[src/verilog/arcr_pkg.sv]
// Purpose: shared constants and types of the auto-reload timer capture/reload block
// Assumes: classic wishbone, 32-bit data, register index times four is the byte address
// Notes:   all widths of register fields are 8 bits, counter values 16 bits
package arcr_pkg;

  // register indices; byte address is four times the index
  localparam logic [7:0] IDX_CAPSTAT = 8'he1; // capture status/control
  localparam logic [7:0] IDX_BCTRL   = 8'he2; // input-b, match and zero bits
  localparam logic [7:0] IDX_RUNPSC  = 8'he8; // run/prescale control
  localparam logic [7:0] IDX_RELOAD  = 8'he9; // reload/capture register
  localparam logic [7:0] IDX_CAPTURE = 8'heb; // capture value register
  localparam logic [7:0] IDX_COUNTER = 8'hf0; // down counter readback

  // run/prescale control fields
  localparam int RP_PSC_HI  = 7;
  localparam int RP_PSC_LO  = 6;
  localparam int RP_RELOAD  = 5;
  localparam int RP_RUN     = 4;
  localparam int RP_OVF_IEN = 3;
  localparam int RP_OVF_FLG = 2;
  localparam int RP_OVF_MD  = 1;

  // capture status/control fields
  localparam int CS_A_ERR  = 6;
  localparam int CS_B_ERR  = 5;
  localparam int CS_A_IEN  = 4;
  localparam int CS_A_FLG  = 3;
  localparam int CS_A_POL  = 2;
  localparam int CS_SEL_HI = 1;
  localparam int CS_SEL_LO = 0;

  // input-b / match / zero fields
  localparam int BC_B_POL = 7;
  localparam int BC_B_IEN = 6;
  localparam int BC_B_FLG = 5;
  localparam int BC_M_IEN = 4;
  localparam int BC_M_FLG = 3;
  localparam int BC_Z_IEN = 2;
  localparam int BC_Z_FLG = 1;

  // counter values and prescaler terminal counts
  localparam logic [15:0] CNT_FULL       = 16'hffff;
  localparam logic [15:0] CNT_ZERO       = 16'h0000;
  localparam logic [3:0]  PSC_DIV4_LAST  = 4'h3;
  localparam logic [3:0]  PSC_DIV16_LAST = 4'hf;

  typedef enum logic [1:0] {
    ARCR_SEL_RUN  = 2'b00,
    ARCR_SEL_A    = 2'b01,
    ARCR_SEL_B    = 2'b10,
    ARCR_SEL_NONE = 2'b11
  } arcr_sel_t;

  typedef enum logic [1:0] {
    ARCR_PSC_OFF   = 2'b00,
    ARCR_PSC_DIV1  = 2'b01,
    ARCR_PSC_DIV4  = 2'b10,
    ARCR_PSC_DIV16 = 2'b11
  } arcr_psc_t;

  typedef enum logic [1:0] {
    ARCR_ST_HOLD  = 2'b00,
    ARCR_ST_ARMED = 2'b01,
    ARCR_ST_COUNT = 2'b10
  } arcr_state_t;

endpackage

[src/verilog/arcr_timer.sv]
// Purpose: capture, reload and flag logic of a 16-bit auto-reload down-counter timer
// Assumes: single 40 MHz sys_clk, capture pins asynchronous to it, wishbone slave
// Notes:   compare/mask and pwm logic sit outside; they report through two event inputs
// Contract
// - reload source select picks reload trigger
// - input-a restart: each edge while no input-a error is set reloads, flags, restarts
// - input-a flag set at reload sets error
// - input-b capture while counting; error blocks captures
// - captures resume after both b flags cleared
// - coincident capture happens before reload
// - input-b restart: capture if allowed, then reload
// - input-b restart: input-a only touches flags
// - input-b restart: first input-b event captures zero counter
// - software restart: run reloads, input-b strobes
// - run without reload enable counts freely
// - free run: input-a captures into reload register
// - free run: input-b captures into capture register
// - flags latch whatever the enables; interrupt ors five pairs
// - prescale select: off, div1, div4, div16
// - reset forces prescaler disabled
// - reload enable chooses reload source or target
// - run low holds counter at zero
// - overflow flag sticky, software clears only
// - overflow pin set/clear or toggle mode
// - error flag blocks flags, captures and input-a restarts, not input-b restarts; clear only
// - input-a polarity selects falling or rising
// - input-b polarity selects falling or rising
// - overflow reloads full count or reload value
`timescale 1ns/1ps
module arcr_timer #(
  parameter int ADR_W = 10
) (
  input  wire logic              sys_clk,
  input  wire logic              reset,
  input  wire logic              wb_cyc_i,
  input  wire logic              wb_stb_i,
  input  wire logic              wb_we_i,
  input  wire logic [ADR_W-1:0]  wb_adr_i,
  input  wire logic [3:0]        wb_sel_i,
  input  wire logic [31:0]       wb_dat_i,
  output logic      [31:0]       wb_dat_o,
  output logic                   wb_ack_o,
  input  wire logic              capture_input_a,
  input  wire logic              capture_input_b,
  input  wire logic              match_event,
  input  wire logic              masked_zero_event,
  output logic                   timer_irq,
  output logic                   overflow_output_pin
);

  ////////////////////////////////////////////////////////////////////////////
  // elaboration check: index field needs bits 9:2
  if (ADR_W < 10) begin : g_bad_adr
    $error("arcr_timer: ADR_W must be at least 10");
  end

  ////////////////////////////////////////////////////////////////////////////
  // whole state of the block
  typedef struct packed {
    logic [2:0]           sync_a;
    logic [2:0]           sync_b;
    logic [3:0]           psc_cnt;
    arcr_pkg::arcr_state_t st;
    logic [15:0]          down_counter;
    logic [15:0]          reload_capture_register;
    logic [15:0]          capture_value_register;
    arcr_pkg::arcr_psc_t  prescale_select;
    logic                 reload_enable;
    logic                 run_reset_bit;
    logic                 overflow_irq_enable;
    logic                 overflow_flag;
    logic                 overflow_output_mode;
    logic                 input_a_error_flag;
    logic                 input_b_error_flag;
    logic                 input_a_irq_enable;
    logic                 input_a_event_flag;
    logic                 input_a_edge_polarity;
    arcr_pkg::arcr_sel_t  reload_source_select;
    logic                 input_b_edge_polarity;
    logic                 input_b_irq_enable;
    logic                 input_b_event_flag;
    logic                 match_irq_enable;
    logic                 match_flag;
    logic                 masked_zero_irq_enable;
    logic                 masked_zero_flag;
    logic                 ack;
    logic [31:0]          rdata;
    logic                 irq;
    logic                 ovf_pin;
  } arcr_state_s_t;

  arcr_state_s_t q;
  arcr_state_s_t next_q;

  ////////////////////////////////////////////////////////////////////////////
  // combinational next state
  always_comb begin
    logic       access;
    logic       wr;
    logic [7:0] idx;
    logic       hit_rp;
    logic       hit_cs;
    logic       hit_bc;
    logic       hit_rl;
    logic [7:0] wd;
    logic       tick;
    logic       ev_a;
    logic       ev_b;
    logic       acc_a;
    logic       acc_b;
    logic       ovf;
    logic       b_may_capture;
    next_q = q;
    access = wb_cyc_i && wb_stb_i && !q.ack;
    wr     = access && wb_we_i && wb_sel_i[0];
    idx    = wb_adr_i[9:2];
    wd     = wb_dat_i[7:0];
    hit_rp = 1'b0;
    hit_cs = 1'b0;
    hit_bc = 1'b0;
    hit_rl = 1'b0;
    tick   = 1'b0;
    ovf    = 1'b0;

    // bus handshake: one wait state, ack held a single cycle
    next_q.ack = access;

    // address decode; anything above the index field is unmapped
    if (wb_adr_i[ADR_W-1:2] != (ADR_W-2)'(idx)) begin
      next_q.rdata = 32'h0000_0000;
    end else if (idx == arcr_pkg::IDX_RUNPSC) begin
      hit_rp = 1'b1;
      next_q.rdata = {24'h00_0000, q.prescale_select, q.reload_enable, q.run_reset_bit,
                      q.overflow_irq_enable, q.overflow_flag, q.overflow_output_mode, 1'b0};
    end else if (idx == arcr_pkg::IDX_CAPSTAT) begin
      hit_cs = 1'b1;
      next_q.rdata = {24'h00_0000, 1'b0, q.input_a_error_flag, q.input_b_error_flag,
                      q.input_a_irq_enable, q.input_a_event_flag, q.input_a_edge_polarity,
                      q.reload_source_select};
    end else if (idx == arcr_pkg::IDX_BCTRL) begin
      hit_bc = 1'b1;
      next_q.rdata = {24'h00_0000, q.input_b_edge_polarity, q.input_b_irq_enable,
                      q.input_b_event_flag, q.match_irq_enable, q.match_flag,
                      q.masked_zero_irq_enable, q.masked_zero_flag, 1'b0};
    end else if (idx == arcr_pkg::IDX_RELOAD) begin
      hit_rl = 1'b1;
      next_q.rdata = {16'h0000, q.reload_capture_register};
    end else if (idx == arcr_pkg::IDX_CAPTURE) begin
      next_q.rdata = {16'h0000, q.capture_value_register};
    end else if (idx == arcr_pkg::IDX_COUNTER) begin
      next_q.rdata = {16'h0000, q.down_counter};
    end else begin
      next_q.rdata = 32'h0000_0000;
    end
    if (!access || wb_we_i) begin
      next_q.rdata = 32'h0000_0000; // reads only answer a read
    end

    // software writes; flag bits can only be cleared by writing zero
    if (wr && hit_rp) begin
      next_q.prescale_select      = arcr_pkg::arcr_psc_t'(wd[arcr_pkg::RP_PSC_HI:
                                                            arcr_pkg::RP_PSC_LO]);
      next_q.reload_enable        = wd[arcr_pkg::RP_RELOAD];
      next_q.run_reset_bit        = wd[arcr_pkg::RP_RUN];
      next_q.overflow_irq_enable  = wd[arcr_pkg::RP_OVF_IEN];
      next_q.overflow_flag        = q.overflow_flag && wd[arcr_pkg::RP_OVF_FLG];
      next_q.overflow_output_mode = wd[arcr_pkg::RP_OVF_MD];
    end
    if (wr && hit_cs) begin
      next_q.input_a_error_flag    = q.input_a_error_flag && wd[arcr_pkg::CS_A_ERR];
      next_q.input_b_error_flag    = q.input_b_error_flag && wd[arcr_pkg::CS_B_ERR];
      next_q.input_a_irq_enable    = wd[arcr_pkg::CS_A_IEN];
      next_q.input_a_event_flag    = q.input_a_event_flag && wd[arcr_pkg::CS_A_FLG];
      next_q.input_a_edge_polarity = wd[arcr_pkg::CS_A_POL];
      next_q.reload_source_select  = arcr_pkg::arcr_sel_t'(wd[arcr_pkg::CS_SEL_HI:
                                                              arcr_pkg::CS_SEL_LO]);
    end
    if (wr && hit_bc) begin
      next_q.input_b_edge_polarity  = wd[arcr_pkg::BC_B_POL];
      next_q.input_b_irq_enable     = wd[arcr_pkg::BC_B_IEN];
      next_q.input_b_event_flag     = q.input_b_event_flag && wd[arcr_pkg::BC_B_FLG];
      next_q.match_irq_enable       = wd[arcr_pkg::BC_M_IEN];
      next_q.match_flag             = q.match_flag && wd[arcr_pkg::BC_M_FLG];
      next_q.masked_zero_irq_enable = wd[arcr_pkg::BC_Z_IEN];
      next_q.masked_zero_flag       = q.masked_zero_flag && wd[arcr_pkg::BC_Z_FLG];
    end
    // the reload value is writable only while it is a reload source
    if (wr && hit_rl && q.reload_enable && wb_sel_i[1]) begin
      next_q.reload_capture_register = wb_dat_i[15:0];
    end

    // three-stage synchronisers; only stages two and three are compared
    next_q.sync_a = {q.sync_a[1:0], capture_input_a};
    next_q.sync_b = {q.sync_b[1:0], capture_input_b};
    // events exist only while running, which gates the synchronised edges
    ev_a = q.run_reset_bit && (q.sync_a[1] != q.sync_a[2])
           && (q.sync_a[1] == q.input_a_edge_polarity);
    ev_b = q.run_reset_bit && (q.sync_b[1] != q.sync_b[2])
           && (q.sync_b[1] == q.input_b_edge_polarity);
    acc_a = ev_a && !q.input_a_error_flag;
    acc_b = ev_b && !q.input_b_error_flag;

    // prescaler; the off setting also clears the divider
    case (q.prescale_select)
      arcr_pkg::ARCR_PSC_OFF: begin
        next_q.psc_cnt = 4'h0;
      end
      arcr_pkg::ARCR_PSC_DIV1: begin
        tick = 1'b1;
        next_q.psc_cnt = 4'h0;
      end
      arcr_pkg::ARCR_PSC_DIV4: begin
        tick = (q.psc_cnt[1:0] == arcr_pkg::PSC_DIV4_LAST[1:0]);
        next_q.psc_cnt = {2'b00, q.psc_cnt[1:0] + 2'b01};
      end
      default: begin
        tick = (q.psc_cnt == arcr_pkg::PSC_DIV16_LAST);
        next_q.psc_cnt = q.psc_cnt + 4'h1;
      end
    endcase

    // in input-a restart mode input-b only captures once counting
    b_may_capture = !(q.reload_enable && q.reload_source_select == arcr_pkg::ARCR_SEL_A)
                    || (q.st == arcr_pkg::ARCR_ST_COUNT);

    // input-a flags; in input-b restart mode this is all input-a does
    if (acc_a) begin
      if (q.input_a_event_flag) begin
        next_q.input_a_error_flag = 1'b1;
      end else begin
        next_q.input_a_event_flag = 1'b1;
        if (!q.reload_enable) begin
          next_q.reload_capture_register = q.down_counter;
        end
      end
    end

    // input-b flags and capture; in input-a restart mode only once counting
    if (acc_b && b_may_capture) begin
      if (q.input_b_event_flag) begin
        next_q.input_b_error_flag = 1'b1;
      end else begin
        next_q.input_b_event_flag = 1'b1;
        // capture takes the pre-reload count, so it precedes any reload
        next_q.capture_value_register = q.down_counter;
      end
    end

    // counter state machine
    if (!q.run_reset_bit) begin
      next_q.down_counter = arcr_pkg::CNT_ZERO;
      next_q.st = arcr_pkg::ARCR_ST_HOLD;
    end else begin
      case (q.st)
        arcr_pkg::ARCR_ST_HOLD: begin
          if (!q.reload_enable) begin
            next_q.st = arcr_pkg::ARCR_ST_COUNT;
          end else if (q.reload_source_select == arcr_pkg::ARCR_SEL_RUN) begin
            next_q.down_counter = q.reload_capture_register;
            next_q.st = arcr_pkg::ARCR_ST_COUNT;
          end else if (q.reload_source_select == arcr_pkg::ARCR_SEL_NONE) begin
            next_q.st = arcr_pkg::ARCR_ST_COUNT;
          end else begin
            next_q.st = arcr_pkg::ARCR_ST_ARMED; // wait for the selected edge
          end
        end
        arcr_pkg::ARCR_ST_COUNT: begin
          if (tick) begin
            if (q.down_counter == arcr_pkg::CNT_ZERO) begin
              ovf = 1'b1;
              next_q.down_counter = q.reload_enable ? q.reload_capture_register
                                                    : arcr_pkg::CNT_FULL;
            end else begin
              next_q.down_counter = q.down_counter - 16'h0001;
            end
          end
        end
        default: begin
          next_q.st = arcr_pkg::ARCR_ST_ARMED;
        end
      endcase
      // edge-triggered restarts override counting from the same cycle
      if (q.reload_enable && q.st != arcr_pkg::ARCR_ST_HOLD) begin
        if (q.reload_source_select == arcr_pkg::ARCR_SEL_A && acc_a) begin
          next_q.down_counter = q.reload_capture_register;
          next_q.st = arcr_pkg::ARCR_ST_COUNT;
        end
        if (q.reload_source_select == arcr_pkg::ARCR_SEL_B && ev_b) begin
          // reload even when the flags stop the capture
          next_q.down_counter = q.reload_capture_register;
          next_q.st = arcr_pkg::ARCR_ST_COUNT;
        end
      end
    end

    // overflow flag and pin; hardware set wins over a same-cycle clear
    if (ovf) begin
      next_q.overflow_flag = 1'b1;
    end
    if (q.overflow_output_mode) begin
      next_q.ovf_pin = q.ovf_pin ^ ovf;
    end else begin
      next_q.ovf_pin = ovf || (q.ovf_pin && next_q.overflow_flag);
    end

    // compare and zero events come from the mask logic outside
    if (match_event) begin
      next_q.match_flag = 1'b1;
    end
    if (masked_zero_event) begin
      next_q.masked_zero_flag = 1'b1;
    end

    // registered from next-state values, so the pin follows an enable write at the same edge
    next_q.irq = (next_q.input_a_event_flag && next_q.input_a_irq_enable)
              || (next_q.input_b_event_flag && next_q.input_b_irq_enable)
              || (next_q.overflow_flag && next_q.overflow_irq_enable)
              || (next_q.match_flag && next_q.match_irq_enable)
              || (next_q.masked_zero_flag && next_q.masked_zero_irq_enable);
  end

  ////////////////////////////////////////////////////////////////////////////
  // state register; all-zero reset leaves the prescaler off
  always_ff @(posedge sys_clk or posedge reset) begin
    if (reset) begin
      q <= '0;
    end else begin
      q <= next_q;
    end
  end

  ////////////////////////////////////////////////////////////////////////////
  // outputs straight from flip-flops
  assign wb_dat_o            = q.rdata;
  assign wb_ack_o            = q.ack;
  assign timer_irq           = q.irq;
  assign overflow_output_pin = q.ovf_pin;

endmodule

[config.mk]
export PLATFORM = sky130hd
export DESIGN_NAME = arcr_timer
export DESIGN_NICKNAME = d
export VERILOG_FILES = /design/src/verilog/arcr_pkg.sv /design/src/verilog/arcr_timer.sv
export SDC_FILE = /design/constraint.sdc
export NUM_CORES = 1
export LEC_CHECK = 0
export BUFFER_PORTS_ARGS = -buffer_cell sky130_fd_sc_hd__buf_2
export CAP_MARGIN = 5
export CORE_ASPECT_RATIO = 0.7
export CORE_MARGIN = 2
export CORE_UTILIZATION = 45
export DETAILED_ROUTE_END_ITERATION = 7
export PLACE_DENSITY = 0.66
export SYNTH_ARGS = -nofsm -noshare
export SYNTH_HDL_FRONTEND = slang
export SYNTH_SLANG_ARGS = --single-unit
[constraint.sdc]
create_clock -name sys_clk -period 4.15 [get_ports sys_clk]
set_clock_uncertainty 0.15 [all_clocks]
set_input_delay 0.6225 -clock sys_clk [delete_from_list [all_inputs] [get_ports sys_clk]]
set_output_delay 0.6225 -clock sys_clk [all_outputs]
set_load 0.05 [all_outputs]
# Word level (Yosys, flattened, before mapping)
# Index checks and enable logic that the tools add are counted.
# word_totals
regBits	116
latchBits	0
mem_bits_rw	0
romBits	0
input_bits	55
out_inout_bits	35
elab_cells	162
n_memories	0
# classes
addsub	3
mul	0
n_div	0
n_lt_le_gt_ge	0
n_eq_ne	18
n_shift	0
n_mux	56
bitwise_logic	2
n_reduce_logical	53
# op_table
op	n
2-to-1 mux 16 bit	15
2-to-1 mux 18 bit	4
== test 8 bit (second input constant)	6
logical AND 1 bit	34
2-to-1 mux 32 bit	1
case mux 16 bit (2 select lines)	1
2-to-1 mux 1 bit	26
logical NOT 16 bit	1
subtractor 16 x 1 -> 16 bit (second input constant)	1
== test 2 bit (second input constant)	5
case mux 4 bit (2 select lines)	1
logical OR 1 bit	7
2-to-1 mux 7 bit	1
logical NOT 2 bit	3
2-to-1 mux 2 bit	3
2-to-1 mux 6 bit	1
logical NOT 1 bit	5
adder 4 x 1 -> 4 bit (second input constant)	1
== test 2 x 1 -> 1 bit (second input constant)	2
== test 4 bit (second input constant)	1
case mux 2 bit (2 select lines)	1
2-to-1 mux 3 bit	1
case mux 1 bit (3 select lines)	1
adder 2 x 1 -> 2 bit (second input constant)	1
7 further kinds	9

# Depth between registers and ports, before layout
# logic_depth
depth_word	13
mapped_depth	11
ltp_nobuf	8

# Worst setup path before layout
# No wires, ideal clock.
# synth_path
path_kind	input to register
start	in wb_adr_i[2]
end	reg q, in the netlist timer_irq
t_arrival_ps	2173
t_required_ps	3873
slack_ps	1700
cell_stages	7
path_buffers	1
path_cell_list	buf_2 or4b_4 nor4_4 a21boi_1 a31oi_2 a2bb2oi_2 nand3_1
# synth_lines
item	line	source
from (decl)	arcr_timer.sv:38	input wire logic [ADR_W-1:0] wb_adr_i,
to (signal assigned)	arcr_timer.sv:328	q <= next_q;
to (decl)	arcr_timer.sv:92	arcr_state_s_t q;

==> flow_metrics.env <==
export IMPL_postLayoutCoreUtil_pct=49.3
export IMPL_clock_latency_ps=350
export IMPL_place_area_um2=5810
export IMPL_worstPathMaxFanout=10
export IMPL_fin_area_um2=6100
export IMPL_cts_tree="yes"
export IMPL_portBuffers=53
export IMPL_max_freq_mhz=328
export IMPL_synth_area_top_cells="dfrtp_1 44%, mux2_2 4.4%, buf_4 4.2%"
export IMPL_yosysWarnings=0
export IMPL_firstDrtPassIters=6
export IMPL_async_flop_share_pct=100
export IMPL_synth_cell_type_count=77
export IMPL_initial_utilization_pct=45.9
export IMPL_overflow=0
export IMPL_rsz0062_at_grt="no"
export IMPL_finalMaxSlewViolations=0
export IMPL_period_share_pct=73.5
export IMPL_path_class="flop to flop"
export IMPL_max_stage_delay_ps=470
export IMPL_internal_power_mw=1.67
export IMPL_grt_use_met1_pct=34.2
export IMPL_slew_headroom_pct=23.4
export IMPL_coreArea_um2=12400
export IMPL_die_y_um=98.0
export IMPL_setup_tns_ps=0
export IMPL_use_met2_pct=33.4
export IMPL_synth_common_cells="100 x dfrtp_1, 53 x nor2_1, 45 x a21oi_1"
export IMPL_r2r_slack_ps=1100
export IMPL_antenna_found_initial=1
export IMPL_rr_worst_depth=9
export IMPL_synth_edff_count=0
export IMPL_ios=90
export IMPL_reg2reg_from="q[88]"
export IMPL_synth_top_area_share_pct=44.1
export IMPL_cts_max_level=3
export IMPL_crit_path_end_kind="flop"
export IMPL_path_clk_slew_ps=70
export IMPL_wl_um=15600
export IMPL_ys_seq_elements=100
export IMPL_vias_per_cell=6.14
export IMPL_power_frac_seq_pct=46.5
export IMPL_critPathArrivalTime_ps=3090
export IMPL_hold_path_depth=0
export IMPL_power_density_nw_per_um2=409
export IMPL_grt_max_degree=73
export IMPL_synth_largest_area_cell="dfrtp_1"
export IMPL_drt_initial_drc_count=514
export IMPL_gp_congestion=0.924
export IMPL_ctsResizeCount=0
export IMPL_hold_buffers=0
export IMPL_synth_main_ff_cell="dfrtp_1"
export IMPL_drive_above_1_share_pct=18.3
export IMPL_worst_slew_pin_slew_ps=1150
export IMPL_syn2layout_area_growth_pct=7.54
export IMPL_cts_setup_buffers=0
export IMPL_maxCapViolCount=0
export IMPL_met3_usage_pct=6.18
export IMPL_ir_worst_vdd_v=0.000198
export IMPL_cp_top_family="simple AND/OR/NAND/NOR gates"
export IMPL_slowest_stage="dfrtp_1"
export IMPL_pwr_share_clk_pct=34.1
export IMPL_busiest_layer="met1"
export IMPL_synth_seq_area_share_pct=44.1
export IMPL_cts_sinks=100
export IMPL_power_leakage_nw=2.77
export IMPL_setup_viol=0
export IMPL_hold_path_class="flop to flop"
export IMPL_dr_total_vias=4720
export IMPL_worstHoldStart="next_q[111]"
export IMPL_comb_power_share_pct=19.4
export IMPL_grt_pass1_vias=4571
export IMPL_cts_buffers=9
export IMPL_p_total_mw=2.50
export IMPL_die_area_um2=13500
export IMPL_timing_rr_end="q[101]"
export IMPL_crit_cells=9
export IMPL_period_minus_slack_ps=3050
export IMPL_hold_path_endpoint="next_q[112]"
export IMPL_cp_buffers_inverters=2
export IMPL_syn_cell_area_um2=5680
export IMPL_yosysMostFrequentCell="dfrtp_1"
export IMPL_rows=34
export IMPL_track_usage_pct=23.3
export IMPL_grt_pass1_wl_um=24800
export IMPL_hold_violations=0
export IMPL_outcome="complete, no violations"
export IMPL_required_ps=4200
export IMPL_die_x_um=138
export IMPL_drtAntennaViolNets=0
export IMPL_syn_inst=589
export IMPL_post_dp_hpwl_um=10800
export IMPL_nets=663
export IMPL_switchingPower_uw=829
export IMPL_syn_area_per_cell_um2=9.64
export IMPL_detail_route_wl_per_cell_um=20.2
export IMPL_cp_cell_sequence="inv_1 > ha_1 > nor4b_1 > and4bb_1 > and2_1 > buf_4 > a31oi_1 > o21ai_0 > a221oi_1"
export IMPL_p_sw_share_pct=33.2
export IMPL_critPathLaunchType="flop"
export IMPL_clockBufferDepth=2
export IMPL_drc=0
export IMPL_root_buffer="clkbuf_16"
flip-flops by register name (all words and copies together), names as in the netlist:
name and cells:
wb_dat_o 16, timer_irq 1, q 77, next_q 4, wb_ack_o 1, overflow_output_pin 1
worst max-delay path by stage:
stage	start	to	slack [ps]
after floorplan	reset	next_q[111]	760
after global placement	wb_adr_i[4]	q[81]	1150
after detailed placement	wb_adr_i[4]	q[73]	1100
after CTS	q[88]	q[90]	1180
after global routing	q[88]	q[103]	920
final	q[88]	q[101]	1100
final cells by class:
type                       instances  area [um2]
fill                            1180        6270
multi-input combinational        416        2730
sequential                       100        2500
timing repair buffer              59         310
clock buffer                      10         229
tap                              162         203
inverter                          16        62.6
clock inverter                     5        61.3
antenna                            1        2.50
metal layers:
layer	wire length (um)	share of wire [%]
met1	7210	46
met2	6540	42
met3	1480	9.5
met4	321	2.1
met5	0	0
kinds of logic after synthesis:
| group | after synthesis | share of synthesized area [%] |
|---|---|---|
| adder cells (fa/ha/maj) | 6 | 1.32 |
| AO/OA/AOI/OAI | 184 | 21.6 |
| buffers and inverters | 88 | 8.75 |
| XOR/XNOR | 3 | 0.463 |
| AND/OR/NAND/NOR | 167 | 16.2 |
| flip-flops | 100 | 44.1 |
| other | 1 | 0.0661 |
| multiplexers | 40 | 7.54 |
metrics by stage:
| step | hold slack [ps] | cells | worst slack, ps |
|---|---|---|---|
| 3_5_place_dp | 188 | 753 | 1100 |
| 2_1_floorplan | 181 | 604 | 759 |
| 5_1_grt | 208 | 768 | 919 |
| 6_report | 203 | 769 | 1100 |
| 3_3_place_gp | 184 | 753 | 1150 |
| 4_1_cts | 205 | 768 | 1180 |
power groups by stage:
stage | Combinational [mW] | Clock (mW) | Sequential (mW)
finish | 0.485 | 0.853 | 1.16
global route | 0.540 | 0.902 | 1.18
CTS | 0.475 | 0.868 | 1.16
detailed placement | 0.472 | 0 | 1.18
global placement | 0.465 | 0 | 1.17
floorplan | 0.454 | 0 | 1.08
cell usage in the layout (no fill, tap or decap), drive strengths merged, types with 10 or more instances in the layout:
cell	netlist	layout
dfrtp	100	100
buf	53	59
nor2	54	54
a21oi	45	45
o21ai	44	44
nand2	39	39
mux2	22	22
mux2i	18	18
inv	16	18
conb	1	16
nand3	14	14
a22oi	13	13
o221ai	10	10
a31oi	10	10
clkbuf	19	10
No activity file was read; power rests on OpenSTA's default activity.
